$ cat config.mk
export PLATFORM = sky130hd
export DESIGN_NAME = pbodsw_top
export DESIGN_NICKNAME = d
export VERILOG_FILES = /design/src/verilog/pbodsw_pkg.sv /design/src/verilog/pbodsw_pin.sv /design/src/verilog/pbodsw_top.sv
export SDC_FILE = /design/constraint.sdc
export NUM_CORES = 1
export LEC_CHECK = 0
export BUFFER_PORTS_ARGS = -buffer_cell sky130_fd_sc_hd__buf_2
export CAP_MARGIN = 40
export CELL_PAD_IN_SITES_DETAIL_PLACEMENT = 0
export CELL_PAD_IN_SITES_GLOBAL_PLACEMENT = 1
export CORE_MARGIN = 2
export CORE_UTILIZATION = 29
export DETAILED_ROUTE_END_ITERATION = 10
export GPL_ROUTABILITY_DRIVEN = 0
export GPL_TIMING_DRIVEN = 0
export PLACE_DENSITY = 0.87
export REMOVE_ABC_BUFFERS = 1
export SLEW_MARGIN = 25
export SYNTH_ARGS = -nofsm -noshare
export SYNTH_HDL_FRONTEND = slang
export SYNTH_SLANG_ARGS = --single-unit
$ cat constraint.sdc
create_clock -name aclk -period 1.95 [get_ports aclk]
set_input_delay 0.4875 -clock aclk [delete_from_list [all_inputs] [get_ports aclk]]
set_output_delay 0.4875 -clock aclk [all_outputs]
set_load 0.005 [all_outputs]
$ cat src/verilog/pbodsw_pkg.sv
package pbodsw_pkg;
    // Register indices (printed offsets are not all multiples of four)
    localparam logic [7:0] SWAP1_IDX = 8'h15;
    localparam logic [7:0] SWAP0_IDX = 8'h25;
    localparam logic [7:0] PORTB_DATA_IDX = 8'h2c;
    localparam logic [7:0] PORTB_DIR_IDX = 8'h2e;
    localparam logic [7:0] OD_SEL_IDX = 8'h3f;
    localparam int ADDR_W = 10;
    localparam logic [ADDR_W-1:0] SWAP1_ADDR = {SWAP1_IDX, 2'h0};
    localparam logic [ADDR_W-1:0] SWAP0_ADDR = {SWAP0_IDX, 2'h0};
    localparam logic [ADDR_W-1:0] PORTB_DATA_ADDR = {PORTB_DATA_IDX, 2'h0};
    localparam logic [ADDR_W-1:0] PORTB_DIR_ADDR = {PORTB_DIR_IDX, 2'h0};
    localparam logic [ADDR_W-1:0] OD_SEL_ADDR = {OD_SEL_IDX, 2'h0};
    // Widths and reset values
    localparam int PORTB_W = 3;
    localparam int OD_W = 5;
    localparam logic [PORTB_W-1:0] PORTB_LATCH_RST = 3'h7;
    localparam logic [PORTB_W-1:0] PORTB_DIR_RST = 3'h0;
    localparam logic [OD_W-1:0] OD_SEL_RST = 5'h00;
    localparam logic [5:0] SWAP0_RST = 6'h00;
    localparam logic [2:0] SWAP1_RST = 3'h0;
    // Open-drain select bit positions
    localparam int OD_PORT3_BIT0 = 0;
    localparam int OD_PORT3_BIT1 = 1;
    localparam int OD_PORT4_BIT1 = 2;
    localparam int OD_PORT9_BIT0 = 3;
    localparam int OD_PORT9_BIT3 = 4;
    // Swap register 0 fields
    localparam int CH0_RX = 0;
    localparam int CH0_TX = 1;
    localparam int CH0_OD = 2;
    localparam int CH1_RX = 3;
    localparam int CH1_TX = 4;
    localparam int CH1_OD = 5;
    // Swap register 1 fields
    localparam int CH2_RX = 1;
    localparam int CH2_TX = 2;
    localparam int CH2_OD = 4;
    // AXI responses
    localparam logic [1:0] RESP_OKAY = 2'b00;
    localparam logic [1:0] RESP_SLVERR = 2'b10;

    // One pad drive as level and enable
    typedef struct packed {
        logic out;
        logic oe;
    } pbodsw_drive_type;

    // Relocation of one serial channel
    typedef struct packed {
        logic rx_reloc;
        logic tx_reloc;
        logic tx_od;
    } pbodsw_swap_type;
endpackage

$ cat src/verilog/pbodsw_pin.sv
`timescale 1ns/100ps
// One pad: port function or relocated serial transmit, push-pull or open-drain
module pbodsw_pin
    import pbodsw_pkg::*;
(
    input wire logic port_out,
    input wire logic port_oe,
    input wire logic port_od,
    input wire logic tx_sel,
    input wire logic tx_data,
    input wire logic tx_od,
    output pbodsw_drive_type drive
);
    logic val;
    logic en;
    logic od;

    // Serial transmit takes the pad from the port when relocated
    always_comb begin
        val = tx_sel ? tx_data : port_out;
        en = tx_sel ? 1'b1 : port_oe;
        od = tx_sel ? tx_od : port_od;
        drive.out = val;
        drive.oe = en & ~(od & val); // Open drain releases a high
    end
endmodule // pbodsw_pin

$ cat src/verilog/pbodsw_top.sv
// Local design decision: the AXI4-Lite slave port.
`timescale 1ns/100ps
module pbodsw_top
    import pbodsw_pkg::*;
(
    input wire logic aclk,
    input wire logic aresetn,
    // AXI4-Lite slave
    input wire logic [ADDR_W-1:0] s_axi_awaddr,
    input wire logic s_axi_awvalid,
    output logic s_axi_awready,
    input wire logic [31:0] s_axi_wdata,
    input wire logic [3:0] s_axi_wstrb,
    input wire logic s_axi_wvalid,
    output logic s_axi_wready,
    output logic [1:0] s_axi_bresp,
    output logic s_axi_bvalid,
    input wire logic s_axi_bready,
    input wire logic [ADDR_W-1:0] s_axi_araddr,
    input wire logic s_axi_arvalid,
    output logic s_axi_arready,
    output logic [31:0] s_axi_rdata,
    output logic [1:0] s_axi_rresp,
    output logic s_axi_rvalid,
    input wire logic s_axi_rready,
    // Port B pads
    input wire logic [PORTB_W-1:0] port_b_in,
    output logic [PORTB_W-1:0] port_b_out,
    output logic [PORTB_W-1:0] port_b_oe,
    // Open-drain capable pads, in select-bit order
    input wire logic [OD_W-1:0] od_port_out,
    input wire logic [OD_W-1:0] od_port_oe,
    output logic [OD_W-1:0] od_pad_out,
    output logic [OD_W-1:0] od_pad_oe,
    // Transmit-capable pads, drive from their own ports
    input wire logic port9_bit1_out,
    input wire logic port9_bit1_oe,
    input wire logic port9_bit4_out,
    input wire logic port9_bit4_oe,
    input wire logic port4_bit2_out,
    input wire logic port4_bit2_oe,
    output logic port9_bit1_pad_out,
    output logic port9_bit1_pad_oe,
    output logic port9_bit4_pad_out,
    output logic port9_bit4_pad_oe,
    output logic port4_bit2_pad_out,
    output logic port4_bit2_pad_oe,
    // Receive-side pad levels, one per channel
    input wire logic port9_bit0_in,
    input wire logic port9_bit3_in,
    input wire logic port4_bit1_in,
    // Serial channels
    input wire logic [2:0] serial_tx,
    output logic [2:0] serial_rx,
    output logic [2:0] serial_rx_relocated
);
    // Software-visible state
    logic [PORTB_W-1:0] portb_latch_q;
    logic [PORTB_W-1:0] portb_dir_q;
    logic [OD_W-1:0] od_sel_q;
    logic [5:0] swap0_q;
    logic [2:0] swap1_q;

    // Bus-side holding registers
    logic aw_q;
    logic w_q;
    logic [ADDR_W-1:0] awaddr_q;
    logic [31:0] wdata_q;
    logic [3:0] wstrb_q;
    logic bvalid_q;
    logic [1:0] bresp_q;
    logic rvalid_q;
    logic [31:0] rdata_q;
    logic [1:0] rresp_q;

    // Decoded write strobes
    logic do_write;
    logic wr_hit;
    logic wr_latch;
    logic wr_dir;
    logic wr_od_sel;
    logic wr_swap0;
    logic wr_swap1;

    // Read decode
    logic [31:0] rd_val;
    logic rd_hit;

    // Pad routing
    pbodsw_swap_type sw [3];
    pbodsw_drive_type tx_drv [3];
    pbodsw_drive_type od_drv [OD_W];
    logic [2:0] tx_port_out;
    logic [2:0] tx_port_oe;
    logic [OD_W-1:0] od_tx_sel;

    // Write channel handshake: address and data in either order
    assign s_axi_awready = ~aw_q & ~bvalid_q;
    assign s_axi_wready = ~w_q & ~bvalid_q;
    assign do_write = aw_q & w_q & ~bvalid_q;

    // Write response outputs
    assign s_axi_bvalid = bvalid_q;
    assign s_axi_bresp = bresp_q;

    always_ff @(posedge aclk) begin
        if (!aresetn) begin
            aw_q <= 1'b0;
            awaddr_q <= '0;
        end else if (s_axi_awvalid && s_axi_awready) begin
            aw_q <= 1'b1;
            awaddr_q <= s_axi_awaddr;
        end else if (do_write) begin
            aw_q <= 1'b0;
        end
    end

    always_ff @(posedge aclk) begin
        if (!aresetn) begin
            w_q <= 1'b0;
            wdata_q <= '0;
            wstrb_q <= '0;
        end else if (s_axi_wvalid && s_axi_wready) begin
            w_q <= 1'b1;
            wdata_q <= s_axi_wdata;
            wstrb_q <= s_axi_wstrb;
        end else if (do_write) begin
            w_q <= 1'b0;
        end
    end

    // Address decode for writes
    always_comb begin
        case (awaddr_q)
            SWAP1_ADDR, SWAP0_ADDR, PORTB_DATA_ADDR,
            PORTB_DIR_ADDR, OD_SEL_ADDR: wr_hit = 1'b1;
            default: wr_hit = 1'b0;
        endcase
    end

    // One strobe per register, byte lane 0 only
    always_comb begin
        wr_latch = 1'b0;
        wr_dir = 1'b0;
        wr_od_sel = 1'b0;
        wr_swap0 = 1'b0;
        wr_swap1 = 1'b0;
        if (do_write && wstrb_q[0]) begin
            case (awaddr_q)
                PORTB_DATA_ADDR: wr_latch = 1'b1;
                PORTB_DIR_ADDR: wr_dir = 1'b1;
                OD_SEL_ADDR: wr_od_sel = 1'b1;
                SWAP0_ADDR: wr_swap0 = 1'b1;
                SWAP1_ADDR: wr_swap1 = 1'b1;
                default: wr_latch = 1'b0; // Unmapped, nothing written
            endcase
        end
    end

    // Write response
    always_ff @(posedge aclk) begin
        if (!aresetn) begin
            bvalid_q <= 1'b0;
            bresp_q <= RESP_OKAY;
        end else if (do_write) begin
            bvalid_q <= 1'b1;
            bresp_q <= wr_hit ? RESP_OKAY : RESP_SLVERR;
        end else if (s_axi_bready) begin
            bvalid_q <= 1'b0;
        end
    end

    // Port B output latch, preset to ones
    always_ff @(posedge aclk) begin
        if (!aresetn) begin
            portb_latch_q <= PORTB_LATCH_RST;
        end else if (wr_latch) begin
            portb_latch_q <= wdata_q[PORTB_W-1:0];
        end
    end

    // Port B direction, write-only
    always_ff @(posedge aclk) begin
        if (!aresetn) begin
            portb_dir_q <= PORTB_DIR_RST;
        end else if (wr_dir) begin
            portb_dir_q <= wdata_q[PORTB_W-1:0];
        end
    end

    // Open-drain selection
    always_ff @(posedge aclk) begin
        if (!aresetn) begin
            od_sel_q <= OD_SEL_RST;
        end else if (wr_od_sel) begin
            od_sel_q <= wdata_q[OD_W-1:0];
        end
    end

    // Swap register 0, write-only
    always_ff @(posedge aclk) begin
        if (!aresetn) begin
            swap0_q <= SWAP0_RST;
        end else if (wr_swap0) begin
            swap0_q <= wdata_q[5:0];
        end
    end

    // Swap register 1, only bits 4, 2, 1 exist
    always_ff @(posedge aclk) begin
        if (!aresetn) begin
            swap1_q <= SWAP1_RST;
        end else if (wr_swap1) begin
            swap1_q <= {wdata_q[CH2_OD], wdata_q[CH2_TX],
                        wdata_q[CH2_RX]};
        end
    end

    // Read path: write-only registers read as zero
    assign s_axi_arready = ~rvalid_q;
    assign s_axi_rvalid = rvalid_q;
    assign s_axi_rdata = rdata_q;
    assign s_axi_rresp = rresp_q;

    always_comb begin
        rd_val = '0;
        rd_hit = 1'b1;
        case (s_axi_araddr)
            PORTB_DATA_ADDR: rd_val[PORTB_W-1:0] = port_b_in;
            OD_SEL_ADDR: rd_val[OD_W-1:0] = od_sel_q;
            SWAP1_ADDR, SWAP0_ADDR, PORTB_DIR_ADDR: rd_val = '0;
            default: rd_hit = 1'b0;
        endcase
    end

    // Read response, data captured at the address handshake
    always_ff @(posedge aclk) begin
        if (!aresetn) begin
            rvalid_q <= 1'b0;
            rdata_q <= '0;
            rresp_q <= RESP_OKAY;
        end else if (s_axi_arvalid && s_axi_arready) begin
            rvalid_q <= 1'b1;
            rdata_q <= rd_val;
            rresp_q <= rd_hit ? RESP_OKAY : RESP_SLVERR;
        end else if (s_axi_rready) begin
            rvalid_q <= 1'b0;
        end
    end

    // Port B pads
    assign port_b_out = portb_latch_q;
    assign port_b_oe = portb_dir_q;

    // Per-channel swap fields
    always_comb begin
        // Channel 0 in swap register 0
        sw[0].rx_reloc = swap0_q[CH0_RX];
        sw[0].tx_reloc = swap0_q[CH0_TX];
        sw[0].tx_od = swap0_q[CH0_OD];
        // Channel 1 in swap register 0
        sw[1].rx_reloc = swap0_q[CH1_RX];
        sw[1].tx_reloc = swap0_q[CH1_TX];
        sw[1].tx_od = swap0_q[CH1_OD];
        // Channel 2, kept compact as od, tx, rx
        sw[2].rx_reloc = swap1_q[0];
        sw[2].tx_reloc = swap1_q[1];
        sw[2].tx_od = swap1_q[2];
    end

    // Port drive of the three transmit-capable pads
    always_comb begin
        tx_port_out[0] = port9_bit1_out;
        tx_port_out[1] = port9_bit4_out;
        tx_port_out[2] = port4_bit2_out;
        tx_port_oe[0] = port9_bit1_oe;
        tx_port_oe[1] = port9_bit4_oe;
        tx_port_oe[2] = port4_bit2_oe;
    end

    // Transmit-capable pads, one per channel
    for (genvar i = 0; i < 3; i++) begin : g_tx
        pbodsw_pin u_pin (
            .port_out(tx_port_out[i]),
            .port_oe(tx_port_oe[i]),
            .port_od(1'b0),
            .tx_sel(sw[i].tx_reloc),
            .tx_data(serial_tx[i]),
            .tx_od(sw[i].tx_od),
            .drive(tx_drv[i])
        );
    end

    // Pad drive back out, channel order
    always_comb begin
        port9_bit1_pad_out = tx_drv[0].out;
        port9_bit1_pad_oe = tx_drv[0].oe;
        port9_bit4_pad_out = tx_drv[1].out;
        port9_bit4_pad_oe = tx_drv[1].oe;
        port4_bit2_pad_out = tx_drv[2].out;
        port4_bit2_pad_oe = tx_drv[2].oe;
    end

    // Port-only pads never carry a transmitter
    assign od_tx_sel = '0;

    // Open-drain capable port pads, each its own select bit
    for (genvar j = 0; j < OD_W; j++) begin : g_od
        pbodsw_pin u_pin (
            .port_out(od_port_out[j]),
            .port_oe(od_port_oe[j]),
            .port_od(od_sel_q[j]),
            .tx_sel(od_tx_sel[j]),
            .tx_data(1'b0),
            .tx_od(1'b0),
            .drive(od_drv[j])
        );
        assign od_pad_out[j] = od_drv[j].out;
        assign od_pad_oe[j] = od_drv[j].oe;
    end

    // Receive levels reach the channels whatever the port setting
    always_comb begin
        serial_rx[0] = port9_bit0_in;
        serial_rx[1] = port9_bit3_in;
        serial_rx[2] = port4_bit1_in;
        // Relocation flags tell each channel its pin source
        serial_rx_relocated[0] = sw[0].rx_reloc;
        serial_rx_relocated[1] = sw[1].rx_reloc;
        serial_rx_relocated[2] = sw[2].rx_reloc;
    end
endmodule // pbodsw_top
# Word-level counts from Yosys, hierarchy flattened
# Index checks and enable logic that the tools add are counted.
[totals]
word_cells = 99
register_bits = 50
output_inout_bits = 69
input_bits = 88
[op_classes]
bitwise_logic = 32
muxes = 32
n_eq_ne = 10
reduce_logical = 10
[ops]
columns = ["cell", "n"]
rows = [
  ["$eq A10 B8 Y1 const B", 8],
  ["$mux W1", 28],
  ["$and A1 B1 Y1", 20],
  ["$eq A10 B7 Y1 const B", 2],
  ["$not A1 Y1", 12],
  ["$reduce_or A5 Y1", 2],
  ["$reduce_bool A2 Y1", 4],
  ["$mux W2", 3],
  ["$pmux W3 S2", 1],
  ["$logic_and A1 B1 Y1", 4],
]

# Logic depth before layout (Yosys ltp)
# Gate-level depths: netlist (run 1).
[logic_depth]
ltp_word = 4
mapped_depth = 5
mapped_depth_nobuf = 4

# Cells and area by module
# From an unflattened synthesis (run 1), not the netlist that was laid out.
[hier_totals]
cells_unflattened = 296
area_unflattened_um2 = 2660.1
[by_module_without_submodules]
columns = ["mod", "instances", "cells_each", "seq_area_each_um2", "area_per_inst_um2"]
rows = [
  ["pbodsw_top", 1, 256, 960.9, 2329.7],
  ["pbodsw_pin", 8, 5, 0.0, 41.3],
]

# Worst setup path before layout (run 1)
# Ideal clock, no wire load.
[synth_path]
path_type = "input to register"
startpoint = "in s_axi_araddr[9]"
endpoint = "reg rdata_q[3] (netlist: s_axi_rdata[3])"
setup_slack_ps = 198
cell_stages = 4
setup_time_ps = 76
t_required_ps = 1874
path_buffers = 0
t_arrival_ps = 1677
cell_sequence = "or4_1 nor4_2 nand3_1 a21boi_0"
[synth_via]
elab_chain_len = 2
[synth_rtl]
columns = ["element", "line_no", "source"]
rows = [
  ["start, declared", "pbodsw_top.sv:19", "input wire logic [ADDR_W-1:0] s_axi_araddr,"],
  ["$eq A10 B8 Y1", "pbodsw_top.sv:228", "case (s_axi_araddr)"],
  ["$mux W2", "pbodsw_top.sv:228", ""],
  ["end signal, assigned", "pbodsw_top.sv:244", "rdata_q <= rd_val;"],
  ["end, declared", "pbodsw_top.sv:73", "logic [31:0] rdata_q;"],
]
# No other way between the ends.
# A chain may end at the register's enable or synchronous reset.

# Final worst setup path (run 1)
[layout_path]
startpoint = "in s_axi_araddr[9]"
endpoint = "reg rdata_q[1] (netlist: s_axi_rdata[1])"
[layout_via]
elab_chain_len = 2
elab_cells_between_ends = 3
cone_classes = "eq/ne: 2; mux: 1"
[layout_rtl]
columns = ["element", "line_no"]
rows = [
  ["$eq A10 B8 Y1", "pbodsw_top.sv:228"],
  ["$pmux W3 S2 (*)", "pbodsw_top.sv:228"],
]
# Every way passes the cells marked *; elsewhere a longest branch is shown, timed or not.

==> results of run 1 <==
## what timing repair did
item	in CTS	in global routing
hold buffers	0	0
endpoints found under the setup margin	0	5
gates resized for setup	0	1
## power breakdown
part | total, uW | leakage, uW | switching [uW] | internal [uW]
Combinational | 266 | 0.000923 | 136 | 129
Clock | 781 | 0.0000645 | 328 | 453
Sequential | 1050 | 0.000391 | 34.8 | 1020
## cells by family (layout without fill, tap and decap cells)
kind of cell / after synthesis / count (layout)
compound gates: 36 / 36
xor+xnor: 2 / 2
buf+inv: 51 / 104
flops: 48 / 48
mux: 30 / 30
other cells: 1 / 29
simple gates: 104 / 104
## cells in the final DEF, fill, tap and decap left out, types with 3 or more instances in the layout
master,instances
nor2_1,10
o21ai_0,4
inv_1,3
buf_2,92
nor2b_1,9
mux2i_1,27
a221oi_1,3
clkbuf_8,7
mux2_2,3
a31oi_1,3
nand2_1,54
nand2b_1,3
a21boi_0,18
dfxtp_1,48
conb_1,29
nand3_1,4
## worst max-delay path: cells and delay by family
family / cells / cell delay, ns
AOI/OAI and AO/OA: 1 / 0.17
buffers and inverters: 1 / 0.09
and+or+nand+nor: 3 / 1.33
## metal layers
layer / vias to the layer above / routed length (um)
met3: 5 / 483
met2: 85 / 2570
li1: 1016 / -
met1: 930 / 2360
met4: 0 / 34
met5: - / 0
## cell type report
| class | count | area (um^2) |
|---|---|---|
| tap | 105 | 131 |
| inverter | 3 | 11.3 |
| multi-input combinational | 201 | 1240 |
| clock buffer | 7 | 96.3 |
| timing repair buffer | 93 | 480 |
| sequential | 48 | 961 |
| fill | 860 | 5220 |
| clock inverter | 1 | 30.0 |
## metrics by stage
step / hold slack, ns / util, % / cell area, um^2 / setup slack [ns] / TNS (ns)
6_report: 0.436 / 36.1 / 2950 / 0.109 / 0
5_1_grt: 0.427 / 36.1 / 2950 / 0.00974 / 0
4_1_cts: 0.428 / 35.9 / 2930 / 0.0219 / 0
3_5_place_dp: 0.444 / 34.3 / 2810 / -0.166 / -0.786
3_3_place_gp: 0.442 / 34.3 / 2810 / -0.103 / -0.485
2_1_floorplan: 0.434 / - / 2210 / 0.198 / 0
## sequential cells by signal, summed over array words and instances (netlist names), 3 cells and up
name / cells
awaddr_q: 10
swap0_q: 6
wdata_q: 6
od_sel_q: 5
s_axi_rdata: 5
port_b_oe: 3
port_b_out: 3
swap1_q: 3
## final timing paths
kind / startpoint / to / slack, ns / cells past startpoint
worst min-delay path: s_axi_awaddr[8] / awaddr_q[8] / 0.44 / 3
worst min register to register: swap0_q[0] / swap0_q[0] / 0.46 / 2
worst max register to register: awaddr_q[0] / od_sel_q[3] / 0.14 / 4
worst max-delay path: s_axi_araddr[9] / s_axi_rdata[1] / 0.11 / 5
==> metrics.csv, run 1 <==
metric,value,unit
fp-row-count,33,
hold_viol,0,
synth_seq_area_share,39.5,%
synthMuxAreaShare,12.5,%
syn-instance-count,272,
cts_buffers,5,
postSynthAreaPerCell,8.94,um^2
synth.area.top_cells,"dfxtp_1 (40%), buf_4 (12%), mux2i_1 (11%)",
cp_data_arrival_time,2.08,ns
worstSkewPairLatency,0.29,ns
die_height,95.6,um
crit_required,2.19,ns
grt_max_degree,55,
io_pins,157,
max_stage_delay,0.61,ns
drc,0,
syn_to_final_growth,21.5,%
synth_fa_ha_area_share,0,%
avgViaCountPerCell,4.45,
worst_slew_margin_rel,56.5,%
antenna-diode-count,0,
cp_max_fo,3,
cellLeakagePower,0.00138,uW
nets,440,
start_kind,input pin,
dieArea,9140,um^2
fin_crit,1.84,ns
use_met3,3.95,%
final_cells,458,
synth_flop_cell,dfxtp_1,
num_vias,2036,
synth_compound_area_share,10.7,%
start_util,29.8,%
layout-drive-gt1-share,32.0,%
grt_antenna_before_repair,0,
synth_top_family_by_area,simple AND/OR/NAND/NOR gates,
path_cells,buf_2 > or4_1 > nor4b_1 > a221oi_1 > nor2_1,
synthArstFlopShare,0,%
dr.pass1.iters,4,
power.total,2100,uW
ant_nets,0,
outcome,completed,
fin_skew,0.00713,ns
cts-root-buf,clkbuf_8,
finalCritPeriodShare,94.4,%
grt_pass1_vias,1724,
grt_pass1_wl,8.11,mm
synth.most_common_cell,nand2_1,
routed_wl,5.45,mm
portBuffers,92,
synthDistinctLibCells,40,
htree_levels,2,
synth_seq_cells,48,
yosysTopAreaCellShare,39.5,%
dp.cells,449,
grt_usage,11.4,%
fmax,543,MHz
cts_tree,built,
wl_per_cell,11.9,um
synthTopCellsByCount,"nand2_1 (54), dfxtp_1 (48), buf_4 (38)",
met2_usage,18.9,%
rsz0062_at_grt,false,
clockBufferDepth,2,
grtUsageMet1,14.1,%
synth_xor_area_share,0.720,%
grt-ovfl-total,0,
tightest_slew,0.643,ns
cts.sinks,48,
dieWidth,95.6,um
synth-edff-count,0,
hp-class,in -> reg,
powerDensity,711,nW/um^2
drtIter0Drc,33,
crit_path_end_kind,flop,
dpl.hpwl,4.27,mm
netlist_area,2430,um^2
coreArea,8180,um^2
drv_slew,0,
vdd_ir_drop_max,0.000290,V
synth-simple-area-share,22.7,%
cts.clk_slew.worst_paths,0.09,ns
worstSetupPathType,in -> reg,
slowest_stage,or4_1,
synth-warning-count,0,
setup_viol,0,
busiest_layer,met2,
yosys.area.top_type,dfxtp_1,
drv_cap,0,
postCtsSetupRepairBufs,0,
(Power assumes the default switching activity.)
==> run 2, diff against run 1 <==
- REMOVE_ABC_BUFFERS: 1 -> default
==> metrics.csv, run 2 (same netlist as run 1, synthesis figures left out) <==
metric,value,unit,change
dr.pass1.iters,4,,unchanged
cts_hold_buf,0,,unchanged
crit_required,2.17,ns,-0.02 ns
grt_pass1_wl,8.31,mm,+2.5%
cts_buffers,5,,unchanged
nets,489,,+11%
clockBufferDepth,2,,unchanged
cellLeakagePower,0.00158,uW,+15%
worst_slew_margin_rel,59.1,%,+2.6 points
fin_skew,0.00522,ns,-0.00192 ns
drv_slew,0,,unchanged
reg_top3,"awaddr_q: 10 flops, swap0_q: 6 flops, wdata_q: 6 flops",,
tightest_slew,0.613,ns,-0.0301 ns
busiest_layer,met2,,
grt_max_degree,16,,-71%
use_met3,2.37,%,-1.6 points
start_util,29.8,%,unchanged
avgViaCountPerCell,4.21,,-5.4%
dieArea,9140,um^2,unchanged
rsz0062_at_grt,false,,
setup_viol,0,,unchanged
syn_to_final_growth,33.6,%,
cp_data_arrival_time,2.06,ns,-0.02 ns
setup_ws,0.108,ns,-0.000301 ns
worstSetupPathType,reg -> reg,,
path_cells,or4b_4 > nor4_4 > and3_1 > buf_4 > mux2i_1,,
drtIter0Drc,54,,+64%
reg2reg_to,od_sel_q[2],,
endpoint,od_sel_q[2],,
routed_wl,5.64,mm,+3.6%
htree_levels,2,,unchanged
grt_usage,11.7,%,+0.33 points
dp.cells,499,,+11%
cp_max_fo,5,,+2
cts-root-buf,clkbuf_8,,
final_cells,507,,+11%
final_util,39.8,%,+3.6 points
dpl.hpwl,4.65,mm,+8.9%
finalCritPeriodShare,94.4,%,about the same
portBuffers,94,,+2.2%
worstSkewPairLatency,0.29,ns,about the same
final_common_cell,buf_2,,
grt-ovfl-total,0,,unchanged
path_depth,5,,unchanged
grtUsageMet1,14.9,%,+0.79 points
grt_pass1_vias,1764,,+2.3%
die_height,95.6,um,unchanged
layout-drive-gt1-share,37.6,%,+5.6 points
vdd_ir_drop_max,0.000298,V,+2.8%
grt_antenna_before_repair,0,,unchanged
dieWidth,95.6,um,unchanged
crit_path_start,awaddr_q[0],,
worstRegToRegCells,5,,+1
num_vias,2132,,+4.7%
fmax,543,MHz,about the same
drc,0,,unchanged
crit_family,simple AND/OR/NAND/NOR gates,,
antenna-diode-count,0,,unchanged
hold_viol,0,,unchanged
final_cell_mix,"buf_2 (94), nand2_1 (54), dfxtp_1 (48)",,
cts_resized,0,,unchanged
cts_tree,built,,
start_kind,flop,,
slowest_stage,or4b_4,,
largest_register_ffs,10,,unchanged
regToRegStartpoint,awaddr_q[0],,
io_pins,157,,unchanged
cts.sinks,48,,unchanged
postCtsSetupRepairBufs,0,,unchanged
cp_num_buf_inv,1,,unchanged
max_stage_delay,0.56,ns,-0.05 ns
outcome,completed,,
fp-row-count,33,,unchanged
coreArea,8180,um^2,unchanged
regMostFlops,awaddr_q,,
reg2reg_setup_slack,0.11,ns,-0.03 ns
wl_per_cell,11.1,um,-6.4%
drv_cap,0,,unchanged
crit_path_end_kind,flop,,
ant_nets,0,,unchanged
powerDensity,641,nW/um^2,-9.8%
hp-class,in -> reg,,
cts.clk_slew.worst_paths,0.09,ns,about the same
fin_crit,1.84,ns,+0.000301 ns
place_ws,-0.0737,ns,+0.0924 ns
met2_usage,19.7,%,+0.82 points
[run 2: area by class of cell]
class | count | area [um^2]
Fill cell | 878 | 4920
Multi-Input combinational cell | 201 | 1240
Sequential cell | 48 | 961
Timing Repair Buffer | 94 | 470
Buffer | 48 | 323
Tap cell | 105 | 131
Clock buffer | 5 | 68.8
Clock inverter | 3 | 42.5
Inverter | 3 | 11.3
[run 2: worst min path at each step]
stage / startpoint / endpoint / depth (start not counted)
2_1_floorplan: wdata_q[5] / swap0_q[5] / 2
6_report: s_axi_awaddr[3] / awaddr_q[3] / 3
3_5_place_dp: s_axi_rdata[4] / s_axi_rdata[4] / 2
4_1_cts: s_axi_awaddr[0] / awaddr_q[0] / 3
3_3_place_gp: s_axi_rdata[4] / s_axi_rdata[4] / 2
5_1_grt: s_axi_awaddr[3] / awaddr_q[3] / 3
[run 2: metal layers]
metal  vias to the layer above  part of all wire (%)
met2                        66                    49
met1                       939                    44
met4                         0                   1.3
met3                         6                   5.6
li1                       1121                     -
met5                         -                     0
[run 2: tightest hold or removal path: stages]
cell and delay [ns]:
buf_2 0.09, nand2_1 0.04, a21boi_0 0.06
[run 2: stage by stage]
| stage | hold WS [ns] | cell area [um^2] | TNS, ns | total power (uW) |
|---|---|---|---|---|
| floorplan | 0.434 | 2540 | 0 | 1270 |
| global placement | 0.437 | 3140 | -0.148 | 1400 |
| detailed placement | 0.450 | 3140 | -0.220 | 1400 |
| CTS | 0.433 | 3250 | 0 | 2110 |
| global route | 0.444 | 3250 | 0 | 2190 |
| finish | 0.438 | 3250 | 0 | 2080 |
[run 2: report_power, final]
part | total, uW | switching (uW) | internal [uW]
logic | 330 | 151 | 178
clock network | 704 | 324 | 380
registers | 1050 | 32.6 | 1020
